### src/shared/nibble_io_pkg.sv
// Constants and types shared by the triple nibble I/O ports
package nibble_io_pkg;
  // ----------------------------------------------------------------
  // Commands from the core and port select
  // ----------------------------------------------------------------
  typedef enum logic [2:0] {
    CMD_IDLE = 3'b000,
    CMD_SET_DIR = 3'b001,
    CMD_WRITE = 3'b010,
    CMD_READ = 3'b011,
    CMD_SERIAL = 3'b100
  } cmd_e;
  localparam logic [1:0] PORT_A = 2'h0;
  localparam logic [1:0] PORT_B = 2'h1;
  localparam logic [1:0] PORT_C = 2'h2;
  // ----------------------------------------------------------------
  // Field positions and reset values
  // ----------------------------------------------------------------
  localparam int OPND_PULL_BIT = 4;
  localparam int SER_CONST_BIT = 2;
  localparam int SER_STROBE_BIT = 3;
  localparam int OSC_PIN_BIT = 1;
  localparam logic [11:0] RST_DIR = 12'h000;
  localparam logic [11:0] RST_LATCH = 12'h000;
  localparam logic [2:0] RST_PULL = 3'h7;
  localparam logic RST_GATE = 1'b0;
  // ----------------------------------------------------------------
  // Strobe timing
  // ----------------------------------------------------------------
  localparam int CLK_PERIOD_NS = 50;
  localparam int STROBE_NS = 1000;
  localparam int STROBE_CYC = (STROBE_NS + CLK_PERIOD_NS - 1) / CLK_PERIOD_NS;
  localparam logic [7:0] STROBE_CNT = 8'(STROBE_CYC);
endpackage : nibble_io_pkg

### src/core/triple_nibble_io_ports.sv
// Three 4-bit general-purpose ports driven by core port commands
`timescale 1ns/1ps
module triple_nibble_io_ports #(
  parameter logic [11:0] IO_MASK = 12'hfff,
  parameter logic [2:0] PULL_OPT = 3'h7,
  parameter logic HOLD_OPT = 1'b1
) (
  // Clock and reset
  input wire logic clk,
  input wire logic rst,
  // Core command port
  input wire logic cmd_valid,
  input wire nibble_io_pkg::cmd_e cmd_op,
  input wire logic [1:0] cmd_port,
  input wire logic [4:0] cmd_data,
  // Read answer
  output logic rd_valid,
  output logic [3:0] rd_data,
  // Pins, port A in bits 3:0, B in 7:4, C in 11:8
  input wire logic [11:0] pin_in,
  output logic [11:0] pin_out,
  output logic [11:0] pin_oe,
  output logic [11:0] pull_dn_en,
  output logic [3:0] hold_en_c,
  // Resistance-frequency counter oscillator pin
  input wire logic rfc_enable,
  output logic osc_sense
);
  import nibble_io_pkg::*;

  // ----------------------------------------------------------------
  // State
  // ----------------------------------------------------------------
  typedef struct packed {
    logic [11:0] dir;
    logic [11:0] latch;
    logic [2:0] pull;
    logic gate;
    logic [11:0] pout;
    logic [11:0] poe;
    logic [11:0] pd;
    logic [3:0] hold;
    logic [3:0] rdat;
    logic rval;
    logic osc;
  } state_s;

  state_s st_r;
  state_s st_nxt;
  logic [11:0] v_out;
  logic [11:0] v_oe;
  logic [11:0] v_pd;
  logic [11:0] v_rd;
  logic strobe;
  logic ser_fire;

  // Port index to nibble offset, used by the direction, write and read paths
  function automatic int unsigned nib(input logic [1:0] p);
    nib = 4 * int'(p);
  endfunction : nib

  assign ser_fire = cmd_valid && (cmd_op == CMD_SERIAL) && cmd_data[4];

  // ----------------------------------------------------------------
  // Per-port views
  // ----------------------------------------------------------------
  genvar g;
  generate
    for (g = 0; g < 3; g++)
    begin : g_port
      port_view u_view (
        .dir(st_nxt.dir[4*g +: 4]),
        .latch(st_nxt.latch[4*g +: 4]),
        .io_mask(IO_MASK[4*g +: 4]),
        .pull_on(st_nxt.pull[g] & PULL_OPT[g]),
        .pin_in(pin_in[4*g +: 4]),
        .drv_out(v_out[4*g +: 4]),
        .drv_oe(v_oe[4*g +: 4]),
        .pd_on(v_pd[4*g +: 4]),
        .rd_val(v_rd[4*g +: 4])
      );
    end
  endgenerate

  strobe_timer u_strobe (
    .clk(clk),
    .rst(rst),
    .fire(ser_fire),
    .pulse(strobe)
  );

  // ----------------------------------------------------------------
  // Command handling
  // ----------------------------------------------------------------
  always_comb
  begin
    st_nxt = st_r;
    st_nxt.rval = 1'b0;
    if (cmd_valid && cmd_port != 2'h3)
    begin
      if (cmd_op == CMD_SET_DIR)
      begin
        st_nxt.dir[nib(cmd_port) +: 4] = cmd_data[3:0];
        st_nxt.pull[cmd_port] = cmd_data[OPND_PULL_BIT];
      end
      else if (cmd_op == CMD_WRITE)
      begin
        st_nxt.latch[nib(cmd_port) +: 4] = cmd_data[3:0];
      end
      else if (cmd_op == CMD_READ)
      begin
        st_nxt.rval = 1'b1;
        st_nxt.rdat = v_rd[nib(cmd_port) +: 4];
      end
    end
    if (cmd_valid && cmd_op == CMD_SERIAL)
    begin
      // Data bits and constant land in the latch; bit 3 follows strobe
      st_nxt.latch[1:0] = cmd_data[1:0];
      st_nxt.latch[SER_CONST_BIT] = cmd_data[4];
      st_nxt.gate = cmd_data[4];
    end
    st_nxt.pout = v_out;
    st_nxt.poe = v_oe;
    if (st_nxt.gate)
    begin
      // Strobe lags the data bits by one cycle through its own register
      st_nxt.pout[SER_STROBE_BIT] = strobe & v_oe[SER_STROBE_BIT];
    end
    st_nxt.pd = v_pd;
    st_nxt.hold = {4{HOLD_OPT & ~st_nxt.pull[2]}} & ~st_nxt.dir[11:8]
                  & IO_MASK[11:8];
    // Counter taps the pin itself, so it sees the output it drives too
    st_nxt.osc = rfc_enable & pin_in[OSC_PIN_BIT];
  end

  always_ff @(posedge clk or posedge rst)
  begin
    if (rst)
    begin
      st_r.dir <= RST_DIR;
      st_r.latch <= RST_LATCH;
      st_r.pull <= RST_PULL;
      st_r.gate <= RST_GATE;
      st_r.pout <= 12'h000;
      st_r.poe <= 12'h000;
      st_r.pd <= 12'h000;
      st_r.hold <= 4'h0;
      st_r.rdat <= 4'h0;
      st_r.rval <= 1'b0;
      st_r.osc <= 1'b0;
    end
    else
    begin
      st_r <= st_nxt;
    end
  end

  // ----------------------------------------------------------------
  // Outputs
  // ----------------------------------------------------------------
  assign rd_valid = st_r.rval;
  assign rd_data = st_r.rdat;
  assign pin_out = st_r.pout;
  assign pin_oe = st_r.poe;
  assign pull_dn_en = st_r.pd;
  assign hold_en_c = st_r.hold;
  assign osc_sense = st_r.osc;

  // ----------------------------------------------------------------
  // Assertions
  // ----------------------------------------------------------------
  property p_dir_cmd;
    @(posedge clk) disable iff (rst)
    (cmd_valid && cmd_op == CMD_SET_DIR && cmd_port == PORT_B)
    |=> pin_oe[7:4] == ($past(cmd_data[3:0]) & IO_MASK[7:4]);
  endproperty
  a_dir_cmd: assert property (p_dir_cmd)
    else $error("direction command not applied to port B");

  property p_write_cmd;
    @(posedge clk) disable iff (rst)
    (cmd_valid && cmd_op == CMD_WRITE && cmd_port == PORT_C)
    |=> (pin_out[11:8] == ($past(cmd_data[3:0]) & pin_oe[11:8]));
  endproperty
  a_write_cmd: assert property (p_write_cmd)
    else $error("port C write data not on output pins");

  property p_read_cmd;
    @(posedge clk) disable iff (rst)
    (cmd_valid && cmd_op == CMD_READ && cmd_port == PORT_A)
    |=> rd_valid && rd_data == ((($past(st_r.dir[3:0]) & $past(st_r.latch[3:0]))
        | (~$past(st_r.dir[3:0]) & $past(pin_in[3:0]))) & IO_MASK[3:0]);
  endproperty
  a_read_cmd: assert property (p_read_cmd)
    else $error("port A read value wrong");

  property p_nonio;
    @(posedge clk) disable iff (rst)
    ((pin_oe | pull_dn_en) & ~IO_MASK) == 12'h000;
  endproperty
  a_nonio: assert property (p_nonio)
    else $error("non-I/O pin driven or pulled");

  property p_excl;
    @(posedge clk) disable iff (rst)
    (pull_dn_en[11:8] & hold_en_c) == 4'h0;
  endproperty
  a_excl: assert property (p_excl)
    else $error("port C pull-down and hold both on");

  property p_hold_cmd;
    @(posedge clk) disable iff (rst)
    (cmd_valid && cmd_op == CMD_SET_DIR && cmd_port == PORT_C
     && cmd_data == 5'h00)
    |=> hold_en_c == ({4{HOLD_OPT}} & IO_MASK[11:8]) && pull_dn_en[11:8] == 4'h0;
  endproperty
  a_hold_cmd: assert property (p_hold_cmd)
    else $error("operand 0h did not select low-level hold");

  property p_out_c;
    @(posedge clk) disable iff (rst)
    ((hold_en_c | pull_dn_en[11:8]) & pin_oe[11:8]) == 4'h0;
  endproperty
  a_out_c: assert property (p_out_c)
    else $error("port C output bit still pulled or held");

  property p_gate_open;
    @(posedge clk) disable iff (rst)
    (ser_fire && st_r.dir[SER_STROBE_BIT] && IO_MASK[SER_STROBE_BIT])
    |=> ##1 pin_out[SER_STROBE_BIT] [*8];
  endproperty
  a_gate_open: assert property (p_gate_open)
    else $error("no strobe after pseudo-serial command");

  property p_gate_close;
    @(posedge clk) disable iff (rst)
    (cmd_valid && cmd_op == CMD_SERIAL && !cmd_data[4]) |=> !st_r.gate;
  endproperty
  a_gate_close: assert property (p_gate_close)
    else $error("shift gate did not close");

  property p_osc;
    @(posedge clk) disable iff (rst)
    (rfc_enable && $changed(pin_in[OSC_PIN_BIT])) |=> osc_sense == $past(pin_in[1]);
  endproperty
  a_osc: assert property (p_osc)
    else $error("counter missed oscillator pin change");

  c_read: cover property (@(posedge clk) disable iff (rst) rd_valid);
  c_serial: cover property (@(posedge clk) disable iff (rst)
    ser_fire ##[1:40] (cmd_valid && cmd_op == CMD_SERIAL && !cmd_data[4]));
  c_hold: cover property (@(posedge clk) disable iff (rst) hold_en_c != 4'h0);
endmodule : triple_nibble_io_ports

### src/core/port_view.sv
// Combinational view of one nibble port: drive, pull-down and read-back
`timescale 1ns/1ps
module port_view (
  // Port state
  input wire logic [3:0] dir,
  input wire logic [3:0] latch,
  input wire logic [3:0] io_mask,
  input wire logic pull_on,
  // Pins
  input wire logic [3:0] pin_in,
  // Results
  output logic [3:0] drv_out,
  output logic [3:0] drv_oe,
  output logic [3:0] pd_on,
  output logic [3:0] rd_val
);
  import nibble_io_pkg::*;
  // Non-I/O pins see neither input nor output behaviour
  assign drv_oe = dir & io_mask;
  assign drv_out = latch & drv_oe;
  assign pd_on = {4{pull_on}} & ~dir & io_mask;
  assign rd_val = ((dir & latch) | (~dir & pin_in)) & io_mask;
endmodule : port_view

### src/core/strobe_timer.sv
// Fixed-width strobe pulse generator for the pseudo-serial clock bit
`timescale 1ns/1ps
module strobe_timer (
  // Clock and reset
  input wire logic clk,
  input wire logic rst,
  // Control
  input wire logic fire,
  // Pulse
  output logic pulse
);
  import nibble_io_pkg::*;
  logic [7:0] cnt_r;
  // A new fire restarts the pulse; back to back shifts merge
  always_ff @(posedge clk or posedge rst)
  begin
    if (rst)
    begin
      cnt_r <= 8'h00;
    end
    else if (fire)
    begin
      cnt_r <= STROBE_CNT;
    end
    else if (cnt_r != 8'h00)
    begin
      cnt_r <= cnt_r - 8'h01;
    end
  end
  assign pulse = (cnt_r != 8'h00);
endmodule : strobe_timer

### config.mk
export PLATFORM = sky130hd
export DESIGN_NAME = triple_nibble_io_ports
export DESIGN_NICKNAME = d
export VERILOG_FILES = /design/src/shared/nibble_io_pkg.sv /design/src/core/triple_nibble_io_ports.sv /design/src/core/port_view.sv /design/src/core/strobe_timer.sv
export SDC_FILE = /design/constraint.sdc
export NUM_CORES = 1
export LEC_CHECK = 0
export BUFFER_PORTS_ARGS = -buffer_cell sky130_fd_sc_hd__buf_4
export CAP_MARGIN = 20
export CORE_UTILIZATION = 59
export DETAILED_ROUTE_END_ITERATION = 7
export PLACE_DENSITY = 0.85
export SYNTH_ARGS = -nofsm -noshare
export SYNTH_HDL_FRONTEND = slang
export SYNTH_SLANG_ARGS = --single-unit
### constraint.sdc
create_clock -name clk -period 6.05 [get_ports clk]
set_clock_uncertainty 0.05 [all_clocks]
set_input_delay 0.3025 -clock clk [delete_from_list [all_inputs] [get_ports clk]]
set_output_delay 0.3025 -clock clk [all_outputs]
set_load 0.005 [all_outputs]
==> impl_results.md <==
- Status: completed
- Fmax: 419.4 MHz
- Max Cap Viol: 0
- PwrDens: 306.3 nW/um^2
- Combinational group share of total power: 0.199
- TritonCTS clock tree: built
- GR peak layer: met2
- Synthesized net count: 365
- Routability cong.: 0.9450
- Crit path DAT: 2530 ps
- Count of unique library cells instantiated by Yosys: 51
- Share of power burned in registers: 0.486
- Drt initial violations: 369
- IO Port Bufs: 71
- Final setup violation count: 0
- Slew HR: 0.4313
- CTS H-Tree Depth: 3
- Initial antenna violation count: 0
- Critical Path Fanout Max: 10
- Chip Height: 78.30 um
- Final wirelength: 7485 um
- Met3 GRT Util: 0.07791
- Die Area: 6130 sq um
- Dpl hpwl: 5486 um
- WP data required: 6190 ps
- Final hold violations: 0
- Endpoint class of the critical path: register
- Met1 Use GR: 0.3198
- Final net count: 399
- DR DRC count: 0
- Core area: 5574 sq um
- Synth Register Bits: 70
- Switching Fraction: 0.2713
- Worst-Skew Late Latency: 350 ps
- Post-synth ARST share: 1.000
- Clk root buf: clkbuf_8
- Largest stage delay, worst path: 400 ps
- Post-synth top area share: 0.4882
- Post-CTS resize count: 0
- Antenna violation net count after detailed routing: 0
- Num CTS Buffers: 9
- Vias in the first global route: 2599
- Clock-pin slew of the registers on the worst-case setup and hold paths: 70 ps
- Slowest cell on crit path: ha_1
- Pre-Repair DR Iteration Count: 5
- Worst path cell trace: buf_4 > clkinv_1 > ha_1 > and4bb_2 > nand2_1 > o21ai_0 > mux2_2 > o221ai_1 > a31oi_1
- Die W: 78.30 um
- Via-to-Cell Ratio: 5.706
- Crit start category: input port
- Leak Pwr: 1.952 nW
- Most frequent cell after synthesis: dfrtp_1
- Mean Syn Cell Area: 10.38 sq um
- Net Switching: 324.4 uW
- CP Class: in -> reg
- Leading area contributor after synthesis: dfrtp_1
- Top_reg_cell synth: dfrtp_1
- Fillers: 443
- Largest net degree at the start of global routing: 71
- Grt met2 use: 0.4298
- Sequential cell area: 1755 sq um
- Final core occ: 0.7001
- Mapped Area: 3435 sq um
- Syn. warnings: 0
- Clock sink total: 70
- Final critical-path required period: 2385 ps
- Top cells by area, synth: dfrtp_1, buf_4, o21ai_0
- Boundary Pins: 72
- RSZ-0062 raised after global routing: false
- Clock share of power: 0.315
- Row cnt: 27
- Commonest cells post-synth: dfrtp_1, buf_4, nand2_1, nor2_1, o21ai_0
- Worst VDD drop: 0.1804 mV
- Slew Viols, Final: 0
- Tcrit/Tclk final: 0.3941
- CTS Hold Bufs: 0
- Via count: 2522
- Setup tns final: 0 ps
- Initial Util: 0.6162
- Worst Max-Slew Pin Slew: 853.1 ps
- Cell count after synthesis: 331
- Hold_ws: 119.8 ps
- Pint: 871.1 uW
- Share of cells above drive strength 1: 0.2730
- GRT Util Overall: 0.2663
- Sequential area share after synthesis: 0.5111
- GR Overflow Total: 0
- Antenna fix cells: 0
- Post-synth EDFFs: 0
- Setup Buffers After CTS: 0
- Hold Crit Class: in -> reg
- Layout area overhead: 13.62%
- Wire length per cell: 16.93 um
- First-pass GRT wire length: 12100 um
- Multi-input logic area: 1267 sq um
- Max clock buf depth: 2
[registers in the layout, summed over array words and instances, names as in the netlist]
register        flops
st_r               16
pin_oe             12
pin_out            12
pull_dn_en         12
u_strobe.cnt_r      8
hold_en_c           4
rd_data             4
osc_sense           1
rd_valid            1
[routing by layer]
layer | vias up | wire (um) | part of all wire
met4 | 0 | 286 | 0.038
met3 | 28 | 586 | 0.078
met5 | - | 0 | 0
li1 | 1161 | - | -
met2 | 141 | 3635 | 0.49
met1 | 1192 | 2977 | 0.40
[cell usage in the layout (no fill, tap or decap), types with 4 or more instances in the layout]
cell type / Yosys / layout
clkbuf_1: 1 / 4
dfrtp_1: 67 / 67
nor2_1: 30 / 30
mux2_2: 4 / 4
inv_1: 13 / 12
nand2b_1: 7 / 7
clkbuf_8: 0 / 11
mux2i_1: 10 / 10
o21ai_0: 28 / 28
nor2b_1: 4 / 4
a21oi_1: 10 / 10
buf_4: 44 / 72
nand3_1: 8 / 8
nand2_1: 30 / 30
nand4bb_1: 4 / 4
ha_1: 8 / 8
o211ai_1: 5 / 5
and2_1: 10 / 10
[area by class of cell]
cell class | instances | share of cell area
multi-input cells | 198 | 0.3248
flip-flops and latches | 70 | 0.4498
inverters | 14 | 0.01347
repair buffers | 72 | 0.1385
clock buffers | 15 | 0.04264
clock inverters | 1 | 0.007695
well taps | 72 | 0.02308
[worst paths after layout]
| kind | startpoint | to | slack (ps) | cells after the start |
|---|---|---|---|---|
| min in group asynchronous | rst | pin_out[9] | 150 | 3 |
| min reg2reg | st_r[57] | st_r[57] | 450 | 2 |
| max reg2reg | u_strobe.cnt_r[3] | u_strobe.cnt_r[6] | 3750 | 6 |
| max in group asynchronous | rst | hold_en_c[3] | 5220 | 3 |
| min | rfc_enable | osc_sense | 120 | 2 |
| max | cmd_port[1] | rd_data[1] | 3670 | 9 |
[worst max-delay path: cells and delay by family]
kind            cells  cell delay, ps
fa+ha+maj           1             400
mux                 1             380
buf+inv             2             350
simple gates        2             440
compound gates      3             640
[stage by stage]
step                      cell area [sq um]  setup WS (ps)  cells  total power, mW
after global routing                   3902           3480    442            1.258
final                                  3902           3665    442            1.195
after global placement                 3706           3481    426           0.8140
after detailed placement               3706           3342    426           0.8268
after CTS                              3902           3714    442            1.204
after floorplan                        3435           3416    331           0.7604
[power by group through the flow]
stage	clock network (mW)	logic [mW]	registers (mW)
after global placement	0	0.229	0.585
after CTS	0.384	0.239	0.581
after floorplan	0	0.185	0.575
final	0.377	0.237	0.581
after global routing	0.404	0.265	0.589
after detailed placement	0	0.239	0.588
[cells by family after synthesis]
group | after synthesis | synth area share
AOI/OAI and AO/OA | 64 | 0.1155
xor gates and xnor gates | 4 | 0.01020
DFF | 70 | 0.5111
buffers and inverters | 63 | 0.1198
adders and majority gates | 8 | 0.02915
and+or+nand+nor | 108 | 0.1720
muxes | 14 | 0.04226
No activity file was read; power rests on OpenSTA's default activity.
